--- config.mk ---
export PLATFORM = sky130hd
export DESIGN_NAME = actc_top
export DESIGN_NICKNAME = d
export VERILOG_FILES = /design/src/shared/actc_pkg.sv /design/src/design/actc_top.sv
export SDC_FILE = /design/constraint.sdc
export NUM_CORES = 1
export LEC_CHECK = 0
export BUFFER_PORTS_ARGS = -buffer_cell sky130_fd_sc_hd__buf_2
export CAP_MARGIN = 20
export CORE_ASPECT_RATIO = 2
export CORE_MARGIN = 5
export CORE_UTILIZATION = 40
export CTS_CLUSTER_DIAMETER = 50
export CTS_CLUSTER_SIZE = 24
export DETAILED_ROUTE_END_ITERATION = 8
export PLACE_DENSITY_LB_ADDON = 0.25
export SYNTH_ARGS = -nofsm -noshare
export SYNTH_HDL_FRONTEND = slang
export SYNTH_SLANG_ARGS = --single-unit
export TNS_END_PERCENT = 1
--- constraint.sdc ---
create_clock -name clk -period 4.2 [get_ports clk]
set_input_delay 0.42 -clock clk [delete_from_list [all_inputs] [get_ports clk]]
set_output_delay 0.42 -clock clk [all_outputs]
set_load 0.02 [all_outputs]
--- src/shared/actc_pkg.sv ---
`default_nettype none
package actc_pkg;
    // Control register field positions
    localparam int CCS_LSB = 14;
    localparam int STS_LSB = 12;
    localparam int SEL_W = 2;
    // Converter timing
    localparam int RES_W = 10;
    localparam logic [6:0] CONV_STEPS = 7'h28;
    localparam logic [11:0] LOAD_CYC = 12'h002;
    localparam int CAL_BC_DEF = 3328;
    localparam int BITS_PER_STEP = 4;
    localparam logic [RES_W-1:0] RES_ZERO = 10'h000;
    localparam logic [RES_W-1:0] RES_FULL = 10'h3FF;
    localparam logic [RES_W-1:0] SAR_MSB = 10'h200;
    localparam int CLK_PERIOD_NS = 100;
    // Basic clock divisors per select code
    localparam logic [4:0] DIV_C0 = 5'h04;
    localparam logic [4:0] DIV_C1 = 5'h02;
    localparam logic [4:0] DIV_C2 = 5'h10;
    localparam logic [4:0] DIV_C3 = 5'h08;
    // Sample length in basic clock periods per select code
    localparam logic [6:0] SMP_C0 = 7'h08;
    localparam logic [6:0] SMP_C1 = 7'h10;
    localparam logic [6:0] SMP_C2 = 7'h20;
    localparam logic [6:0] SMP_C3 = 7'h40;

    typedef struct packed {
        logic [SEL_W-1:0] conversion_clock_select;
        logic [SEL_W-1:0] sample_time_select;
    } actc_timing_t;

    typedef struct packed {
        logic below;
        logic above;
        logic [RES_W-1:0] level;
    } actc_analog_t;

    typedef enum logic [4:0] {
        ST_IDLE = 5'b00001,
        ST_SAMPLE = 5'b00010,
        ST_CONV = 5'b00100,
        ST_LOAD1 = 5'b01000,
        ST_LOAD2 = 5'b10000
    } actc_state_t;

    function automatic logic [4:0] div_of(input logic [SEL_W-1:0] sel);
        case (sel)
            2'h0: div_of = DIV_C0;
            2'h1: div_of = DIV_C1;
            2'h2: div_of = DIV_C2;
            default: div_of = DIV_C3;
        endcase
    endfunction

    function automatic logic [6:0] smp_of(input logic [SEL_W-1:0] sel);
        case (sel)
            2'h0: smp_of = SMP_C0;
            2'h1: smp_of = SMP_C1;
            2'h2: smp_of = SMP_C2;
            default: smp_of = SMP_C3;
        endcase
    endfunction
endpackage
`default_nettype wire

--- src/design/actc_top.sv ---
`default_nettype none
// Contract
// - Basic clock is CPU clock divided by 4, 2, 16 or 8 per select code.
// - Sample phase lasts 8, 16, 32 or 64 basic clock periods per code.
// - Conversion lasts exactly sample time, 40 basic periods and 2 CPU cycles.
// - Sample, resolve and load result within that time; load is last.
// - After reset a calibration of 3328 basic clock periods runs.
// - Conversions during calibration are accepted and lengthen calibration.
// - Input below ground gives all zeros, above reference gives 3FF.
// - Sampled input is held once the sample phase ends.
module actc_top #(
    parameter int CAL_BC = actc_pkg::CAL_BC_DEF
) (
    // Clock and reset
    input wire logic clk,
    input wire logic rst_n,
    input wire logic ce,
    // Converter control register, bits 15..12 used
    input wire logic [15:0] converter_control_register,
    input wire logic start,
    // Analog front end, clocked by clk
    input wire actc_pkg::actc_analog_t ain,
    // Status and result
    output logic [actc_pkg::RES_W-1:0] result_r,
    output logic done_r,
    output logic busy_r,
    output logic cal_busy_r
);

    ////////////////////////////////////////////////////////////////////////
    localparam int RES_W_L = actc_pkg::RES_W;
    actc_pkg::actc_state_t state_r;
    actc_pkg::actc_timing_t tim_live;
    actc_pkg::actc_timing_t tim_r;
    actc_pkg::actc_analog_t hold_r;
    logic [4:0] div_sel;
    logic [3:0] presc_r;
    logic bc_tick;
    logic [6:0] bc_cnt_r;
    logic [6:0] smp_len;
    logic [RES_W_L-1:0] sar_r;
    logic [RES_W_L-1:0] mask_r;
    logic [RES_W_L-1:0] trial;
    logic [15:0] cal_cnt_r;
    logic [11:0] cyc_r;
    logic [11:0] smp_cyc;
    logic [11:0] tot_cyc;
    logic [4:0] gap_r;
    logic take;
    logic [4:0] div_conv;

    assign tim_live.conversion_clock_select =
        converter_control_register[actc_pkg::CCS_LSB +: actc_pkg::SEL_W];
    assign tim_live.sample_time_select =
        converter_control_register[actc_pkg::STS_LSB +: actc_pkg::SEL_W];
    // Idle periods use live settings so calibration follows software
    assign div_sel = (state_r == actc_pkg::ST_IDLE)
        ? actc_pkg::div_of(tim_live.conversion_clock_select)
        : actc_pkg::div_of(tim_r.conversion_clock_select);
    assign smp_len = actc_pkg::smp_of(tim_r.sample_time_select);
    assign bc_tick = ({1'b0, presc_r} == div_sel - 5'h01);
    assign take = ce && start && (state_r == actc_pkg::ST_IDLE);
    assign trial = sar_r | mask_r;

    ////////////////////////////////////////////////////////////////////////
    // Basic clock prescaler, restarted per conversion for a fixed length
    always_ff @(posedge clk or negedge rst_n) begin
        if (!rst_n) begin
            presc_r <= 4'h0;
        end else if (ce) begin
            if (take || bc_tick) begin
                presc_r <= 4'h0;
            end else begin
                presc_r <= presc_r + 4'h1;
            end
        end
    end

    // Settings are frozen for the whole conversion
    always_ff @(posedge clk or negedge rst_n) begin
        if (!rst_n) begin
            tim_r <= '0;
        end else if (take) begin
            tim_r <= tim_live;
        end
    end

    ////////////////////////////////////////////////////////////////////////
    // Sequencer
    always_ff @(posedge clk or negedge rst_n) begin
        if (!rst_n) begin
            state_r <= actc_pkg::ST_IDLE;
            bc_cnt_r <= 7'h00;
        end else if (ce) begin
            case (state_r)
                actc_pkg::ST_IDLE: begin
                    bc_cnt_r <= 7'h00;
                    if (start) begin
                        state_r <= actc_pkg::ST_SAMPLE;
                    end
                end
                actc_pkg::ST_SAMPLE: begin
                    if (bc_tick) begin
                        if (bc_cnt_r == smp_len - 7'h01) begin
                            bc_cnt_r <= 7'h00;
                            state_r <= actc_pkg::ST_CONV;
                        end else begin
                            bc_cnt_r <= bc_cnt_r + 7'h01;
                        end
                    end
                end
                actc_pkg::ST_CONV: begin
                    if (bc_tick) begin
                        if (bc_cnt_r == actc_pkg::CONV_STEPS - 7'h01) begin
                            bc_cnt_r <= 7'h00;
                            state_r <= actc_pkg::ST_LOAD1;
                        end else begin
                            bc_cnt_r <= bc_cnt_r + 7'h01;
                        end
                    end
                end
                actc_pkg::ST_LOAD1: state_r <= actc_pkg::ST_LOAD2;
                actc_pkg::ST_LOAD2: state_r <= actc_pkg::ST_IDLE;
                default: state_r <= actc_pkg::ST_IDLE;
            endcase
        end
    end

    ////////////////////////////////////////////////////////////////////////
    // Track-and-hold: follows the input while sampling, frozen after
    always_ff @(posedge clk or negedge rst_n) begin
        if (!rst_n) begin
            hold_r <= '0;
        end else if (ce && (take || state_r == actc_pkg::ST_SAMPLE)) begin
            hold_r <= ain;
        end
    end

    // Successive approximation, one bit every four basic periods
    always_ff @(posedge clk or negedge rst_n) begin
        if (!rst_n) begin
            sar_r <= actc_pkg::RES_ZERO;
            mask_r <= actc_pkg::RES_ZERO;
        end else if (ce) begin
            if (state_r == actc_pkg::ST_SAMPLE) begin
                sar_r <= actc_pkg::RES_ZERO;
                mask_r <= actc_pkg::SAR_MSB;
            end else if (state_r == actc_pkg::ST_CONV && bc_tick &&
                         bc_cnt_r[1:0] == 2'(actc_pkg::BITS_PER_STEP - 1)) begin
                if (hold_r.level >= trial) begin
                    sar_r <= trial;
                end
                mask_r <= mask_r >> 1;
            end
        end
    end

    // Result load is the final step; out-of-range inputs clamp
    always_ff @(posedge clk or negedge rst_n) begin
        if (!rst_n) begin
            result_r <= actc_pkg::RES_ZERO;
            done_r <= 1'b0;
        end else if (ce) begin
            done_r <= (state_r == actc_pkg::ST_LOAD2);
            if (state_r == actc_pkg::ST_LOAD2) begin
                if (hold_r.below) begin
                    result_r <= actc_pkg::RES_ZERO;
                end else if (hold_r.above) begin
                    result_r <= actc_pkg::RES_FULL;
                end else begin
                    result_r <= sar_r;
                end
            end
        end
    end

    always_ff @(posedge clk or negedge rst_n) begin
        if (!rst_n) begin
            busy_r <= 1'b0;
        end else if (ce) begin
            busy_r <= take || (state_r != actc_pkg::ST_IDLE &&
                               state_r != actc_pkg::ST_LOAD2);
        end
    end

    ////////////////////////////////////////////////////////////////////////
    // Calibration counts idle basic periods only, so conversions extend it
    always_ff @(posedge clk or negedge rst_n) begin
        if (!rst_n) begin
            cal_busy_r <= 1'b1;
            cal_cnt_r <= 16'h0000;
        end else if (ce && cal_busy_r && state_r == actc_pkg::ST_IDLE &&
                     !start && bc_tick) begin
            cal_cnt_r <= cal_cnt_r + 16'h0001;
            if (cal_cnt_r == 16'(CAL_BC - 1)) begin
                cal_busy_r <= 1'b0;
            end
        end
    end

    ////////////////////////////////////////////////////////////////////////
    // Helper counters for the checks below
    // Divisor of the running conversion; in the done cycle the sequencer is
    // idle and the live word may already hold other settings
    assign div_conv = actc_pkg::div_of(tim_r.conversion_clock_select);
    assign smp_cyc = 12'(smp_len * div_conv);
    assign tot_cyc = 12'((smp_len + actc_pkg::CONV_STEPS) * div_conv)
        + actc_pkg::LOAD_CYC;

    always_ff @(posedge clk or negedge rst_n) begin
        if (!rst_n) begin
            cyc_r <= 12'h000;
            gap_r <= 5'h00;
        end else if (ce) begin
            if (take) begin
                cyc_r <= 12'h000;
            end else if (state_r != actc_pkg::ST_IDLE) begin
                cyc_r <= cyc_r + 12'h001;
            end
            gap_r <= (take || bc_tick) ? 5'h01 : gap_r + 5'h01;
        end
    end

    a_bc_divide: assert property (@(posedge clk) disable iff (!rst_n)
        ce && bc_tick && state_r == actc_pkg::ST_CONV |-> gap_r == div_sel)
        else $error("basic clock period wrong");
    a_sample_len: assert property (@(posedge clk) disable iff (!rst_n)
        state_r == actc_pkg::ST_CONV && $past(state_r) == actc_pkg::ST_SAMPLE
        |-> cyc_r == smp_cyc)
        else $error("sample phase length wrong");
    a_conv_total: assert property (@(posedge clk) disable iff (!rst_n)
        $rose(done_r) |-> cyc_r == tot_cyc)
        else $error("conversion length wrong");
    a_result_last: assert property (@(posedge clk) disable iff (!rst_n)
        $changed(result_r) |-> done_r && !busy_r)
        else $error("result written outside final step");
    a_cal_end: assert property (@(posedge clk) disable iff (!rst_n)
        $fell(cal_busy_r) |-> cal_cnt_r == 16'(CAL_BC))
        else $error("calibration length wrong");
    a_cal_pause: assert property (@(posedge clk) disable iff (!rst_n)
        state_r != actc_pkg::ST_IDLE ##1 state_r != actc_pkg::ST_IDLE
        |-> $stable(cal_cnt_r) && $stable(cal_busy_r))
        else $error("calibration advanced during conversion");
    a_clamp_low: assert property (@(posedge clk) disable iff (!rst_n)
        $rose(done_r) && hold_r.below |-> result_r == actc_pkg::RES_ZERO)
        else $error("low clamp missing");
    a_clamp_high: assert property (@(posedge clk) disable iff (!rst_n)
        $rose(done_r) && !hold_r.below && hold_r.above
        |-> result_r == actc_pkg::RES_FULL)
        else $error("high clamp missing");
    a_hold_frozen: assert property (@(posedge clk) disable iff (!rst_n)
        state_r == actc_pkg::ST_CONV |=> $stable(hold_r))
        else $error("held sample changed");
    a_start_taken: assert property (@(posedge clk) disable iff (!rst_n)
        take |=> busy_r && state_r == actc_pkg::ST_SAMPLE)
        else $error("start request not taken");
    a_settings_kept: assert property (@(posedge clk) disable iff (!rst_n)
        busy_r && !take |=> $stable(tim_r))
        else $error("timing settings changed mid conversion");

    c_conv_done: cover property (@(posedge clk) disable iff (!rst_n)
        $rose(done_r));
    c_conv_in_cal: cover property (@(posedge clk) disable iff (!rst_n)
        take && cal_busy_r);
    c_cal_done: cover property (@(posedge clk) disable iff (!rst_n)
        $fell(cal_busy_r));
    c_clamped: cover property (@(posedge clk) disable iff (!rst_n)
        $rose(done_r) && result_r == actc_pkg::RES_FULL);

endmodule // actc_top
`default_nettype wire

* Word level (Yosys, flattened, before mapping)
Cells that the tools add are included.
** Word-level totals
- Output and inout port bits :: 13
- Input port bits :: 32
- Word-level logic and storage cells :: 94
- Flip-flop bits (word level) :: 81
** Cells by class
- Equality and inequality tests :: 23
- Reduce and logical (&&, ||, !) cells :: 26
- Add/sub/neg operators :: 5
- Order comparisons :: 1
- Muxes and demuxes :: 23
- Bitwise gates (word level) :: 1
** Operator list (count)
- two-way mux 10 bit :: 7
- case mux 7 bit (3 select lines) :: 2
- two-way mux 5 bit :: 6
- case mux 5 bit (3 select lines) :: 2
- two-way mux 7 bit :: 4
- case mux 5 bit (4 select lines) :: 1
- adder 16 x 1 -> 16 bit (second input constant) :: 1
- equality test 16 x 12 -> 1 bit (second input constant) :: 1
- greater-or-equal comparator 10 bit :: 1
- logical AND 1 bit :: 10
- != test 2 bit (second input constant) :: 5
- OR 10 bit :: 1
- equality test 2 bit (second input constant) :: 4
- adder 7 x 1 -> 7 bit (second input constant) :: 1
- equality test 7 x 6 -> 1 bit (second input constant) :: 1
- equality test 7 bit :: 1
- subtractor 7 x 1 -> 7 bit (second input constant) :: 1
- equality test 2 x 1 -> 1 bit (second input constant) :: 3
- logical NOT 2 bit :: 3
- AND reduction 2 bit :: 3
- AND reduction 6 bit :: 1
- equality test 4 x 5 -> 1 bit :: 1
- equality test 5 x 1 -> 1 bit (second input constant) :: 1
- equality test 5 x 2 -> 1 bit (second input constant) :: 1
- other kinds (14) :: 17

* Longest topological paths before layout
- Word-level depth :: 9
- Gate-level depth with buffers :: 8
- Mapped depth without buffers :: 8

* Least setup slack after synthesis
OpenSTA, ideal clock, no wires.
- Kind :: register to register
- Start point :: register state_r[0]
- End point :: register cal_cnt_r[1]
- Buffers on the path :: 1
- Period minus slack after synthesis :: 2.340 ns
- Arrival :: 2.213 ns
- Data required time :: 4.072 ns
- Setup slack :: 1.860 ns
- Library setup time :: 0.128 ns
- Stages on the path, launching flop included :: 7
- Cell sequence :: dfstp_2 > or4b_4 > o211a_1 > a211o_4 > nand4_4 > buf_6 > mux2_1
** Between the ends
- Cells in the longest elaborated chain, start to end :: 5
- Elaborated cells on any way between the ends :: 7
- Those cells by class :: 1 x add/sub; 2 x eq/ne; 1 x mux; 3 x reduce/logical
** Ends and longest elaborated chain
- start: declaration :: RTL line actc_top.sv:32 : actc_pkg::actc_state_t state_r;
- start signal: assignment :: RTL line actc_top.sv:92 : state_r <= actc_pkg::ST_IDLE;
- start signal: assignment :: RTL line actc_top.sv:99 : state_r <= actc_pkg::ST_SAMPLE;
- start signal: assignment :: RTL line actc_top.sv:106 : state_r <= actc_pkg::ST_CONV;
- equality test 5 x 1 -> 1 bit (*) :: RTL line actc_top.sv:57, actc_top.sv:192
- two-way mux 5 bit :: RTL line actc_top.sv:58 : ? actc_pkg::div_of(tim_live.conversion_clock_select)
- subtractor 5 x 1 -> 5 bit :: RTL line actc_top.sv:61 : assign bc_tick = ({1'b0, presc_r} == div_sel - 5'h01);
- equality test 4 x 5 -> 1 bit :: RTL line actc_top.sv:61
- logical AND 1 bit (*) :: RTL line actc_top.sv:193 : !start && bc_tick) begin
- end signal: assignment :: RTL line actc_top.sv:194 : cal_cnt_r <= cal_cnt_r + 16'h0001;
- end: declaration :: RTL line actc_top.sv:44 : logic [15:0] cal_cnt_r;
Mark *: on every way between the ends. The rest lies on a longest branch, timed or not.
A chain may end at the register's enable or synchronous reset.

* Worst setup path in the final report
- Start point :: register state_r[4]
- End point :: register mask_r[9]
** Between the ends
- Cells in the longest elaborated chain, start to end :: 8
- Elaborated cells on any way between the ends :: 11
- Those cells by class :: 1 x add/sub; 4 x eq/ne; 2 x mux; 4 x reduce/logical
** Ends and longest elaborated chain
- equality test 5 x 1 -> 1 bit :: RTL line actc_top.sv:57 : assign div_sel = (state_r == actc_pkg::ST_IDLE)
- two-way mux 5 bit :: RTL line actc_top.sv:58
- subtractor 5 x 1 -> 5 bit :: RTL line actc_top.sv:61
- equality test 4 x 5 -> 1 bit :: RTL line actc_top.sv:61
- logical AND 1 bit (2 in series) :: RTL line actc_top.sv:148 : end else if (state_r == actc_pkg::ST_CONV && bc_tick &&
- nonzero test 2 bit (no line)
- AND reduction 2 bit (no line)
- end signal: assignment :: RTL line actc_top.sv:143 : mask_r <= actc_pkg::RES_ZERO;
- end signal: assignment :: RTL line actc_top.sv:147 : mask_r <= actc_pkg::SAR_MSB;
- end signal: assignment :: RTL line actc_top.sv:153 : mask_r <= mask_r >> 1;
- end: declaration :: RTL line actc_top.sv:42 : logic [RES_W_L-1:0] mask_r;
Several ways; a longest one is shown, not always the timed one.

==> flow_summary.ini <==
[outcome]
status = completed

[floorplan]
rows = 53
io_pins = 45
die_w_um = 83.6
fp.dieH_um = 157
initial_core_util = 0.411
core-area_sq_mm = 0.0105
die_area_sq_mm = 0.0131

[yosys]
yosysSeqAreaShare = 0.469
synthArstFlopShare = 1.00
synth.net_count = 455
synth_edf_count = 0
synth.area.top_cells = dfrtp_1, ha_1, mux2_2, nand2_1, nor2_1
synth.largest_area_cell = dfrtp_1
yosysWarnings = 0
synth_area_sq_mm = 0.00433
synth_common_cells = dfrtp_1, nand2_1, nor2_1, inv_1, nor4_1
synth_cell_types = 72
synth_top_area_frac = 0.457
synthFlopType = dfrtp_1
synth.most_common_cell = dfrtp_1
ys_ff_latch = 81
synth_area_per_cell_sq_um = 10.6
syn_inst = 410

[power]
power.switching_uw = 922
switching_share = 0.350
power_frac_comb = 0.299
peakVddDrop_mv = 0.256
power_density_mw_per_mm2 = 537
power_mw = 2.63
power_leakage_nw = 2.22
clkPwrFrac = 0.303
internal_power_mw = 1.71
sequentialPowerShare = 0.398

[placement]
place_hpwl_mm = 7.38
dp_worst_setup_slack_ns = 1.55
place_congestion = 0.864
placed_cells = 563
numPortBuffers = 32

[setup_path]
reg2reg_setup_slack_ns = 1.49
ff2ff_path_depth = 6
start_kind = flop
crit_path_top_delay_cell = dfrtp_1
cp.depth = 6
startpoint = state_r[4]$_DFFE_PN0P_
crit_buf_inv = 1
cp_slowest_stage_delay_ns = 0.62
crit_arrival_ns = 2.91
critical_path_class = flop to flop
crit_fanout = 15
cp.required_ns = 4.40
cp-end-kind = flop
timing.rr.start = state_r[4]$_DFFE_PN0P_
reg2reg_to = mask_r[9]$_DFFE_PN0P_
path_cells = inv_1 -> a211o_1 -> a211oi_2 -> nand3_2 -> nor2_2 -> o21ai_0
cp_top_family = compound AO/OA/AOI/OAI gates

[timing]
finalHoldViolCount = 0
setup_tns_ns = 0
skew_ns = 0.00952
finalSetupViolations = 0
setup_slack_ns = 1.49
worst_pin_slew_ns = 0.968
fmax_mhz = 370
min_period_ns = 2.71
slew_headroom = 0.351
period_share = 0.644
rsz0062_at_grt = false
slew_violations = 0

[route]
drtPass1Iterations = 6
vias = 3221
drt-wirelength-per-cell_um = 17.1
routed_wl_mm = 9.96
route.detailed.drc = 0
drt.antenna.violating_nets = 0
viasPerCell = 5.54
drt_iter0_drc = 123

[min_path]
hold_class = input pin to flop
min_from = converter_control_register[13]
holdPathEnd = tim_r[1]$_DFFE_PN0P_
min_path_cells = 3

[clock_tree]
cts_buffers = 9
cts_tree = done
cts_setup_buffers = 0
cts_resized = 0
clkTransAtPathRegs_ns = 0.06
cts.sinks = 81
clock_path_buffers = 2
hold_buffers = 0
clockRootBuffer = clkbuf_16
htreeDepth = 3
clk_latency_ns = 0.34

[grt]
track_usage = 0.160
antenna_found_initial = 0
overflow = 0
grt_pass1_vias = 3387
grt_pass1_wl_mm = 16.7
grt_max_degree = 82

[finish]
area.growth.synth_to_final_pct = 13.2
final_nets = 484
diodes = 0
drive_above_1_share = 0.205
instances_no_fill = 581

[flow_run]
drv_cap = 0
[worst max-delay path by stage]
stage | slack (ns) | to
2_1_floorplan | 1.86 | cal_cnt_r[1]$_DFFE_PN0P_
4_1_cts | 1.51 | mask_r[2]$_DFFE_PN0P_
6_report | 1.49 | mask_r[9]$_DFFE_PN0P_
3_5_place_dp | 1.55 | mask_r[2]$_DFFE_PN0P_
5_1_grt | 1.31 | mask_r[2]$_DFFE_PN0P_
3_3_place_gp | 1.54 | mask_r[9]$_DFFE_PN0P_
[layer usage]
metal | vias up | GRT usage | routed length [um] | share of wire
met1 | 1582 | 0.174 | 3880 | 0.39
met2 | 61 | 0.291 | 5450 | 0.55
met5 | - | 0 | 0 | 0
met3 | 30 | 0.0246 | 241 | 0.024
met4 | 0 | 0.0966 | 391 | 0.039
li1 | 1548 | - | - | -
[power groups by stage]
stage          registers (mW)  clock network [mW]  logic, mW
6_report                 1.05               0.797      0.787
5_1_grt                  1.07               0.843      0.871
4_1_cts                  1.05               0.813      0.791
3_5_place_dp             1.06                   0      0.787
3_3_place_gp             1.06                   0      0.765
2_1_floorplan           0.997                   0      0.662
[worst min-delay path, stage by stage]
cell     delay, ns
buf_2         0.08
nand2_1       0.04
nand2_1       0.05
[state kept, by name (all words and copies together) (netlist names)]
name / flops
cal_busy_r: 1
bc_cnt_r: 7
cal_cnt_r: 16
busy_r: 1
sar_r: 10
result_r: 10
hold_r: 12
presc_r: 4
done_r: 1
state_r: 5
mask_r: 10
tim_r: 4
[final cells by class]
type,instances,area (sq um)
fill,999,5640
multi-input combinational,286,2100
sequential,81,2030
clock buffer,10,229
timing repair buffer,35,208
tap,137,171
inverter,26,97.6
clock inverter,6,66.3
[through the flow]
step           hold slack, ns  cell area, sq um   util
4_1_cts                 0.268              4860  0.461
3_3_place_gp            0.453              4570  0.433
3_5_place_dp            0.457              4570  0.433
2_1_floorplan           0.124              4330      -
5_1_grt                 0.279              4900  0.465
6_report                0.273              4900  0.465
[cell families after synthesis]
group,Yosys count,synth area share
xor gates and xnor gates,16,0.0324
DFF,81,0.469
AOI/OAI and AO/OA,85,0.159
buffers and inverters,43,0.0462
and+or+nand+nor,155,0.210
muxes,17,0.0457
adders and majority gates,13,0.0376
[cells in the final DEF (no fill, tap or decap), drive strengths merged, types with 6 or more instances in the layout]
cell type   n
dfrtp      79
nand2      38
nor2       37
buf        34
inv        28
nor4       22
mux2       16
ha         13
o21ai      13
xor2       11
o21a       10
o31ai      10
clkbuf     10
a22o        9
nand4       9
nand3       9
nor3        9
and3        6
Note: power is estimated with default switching activity, not from simulation.
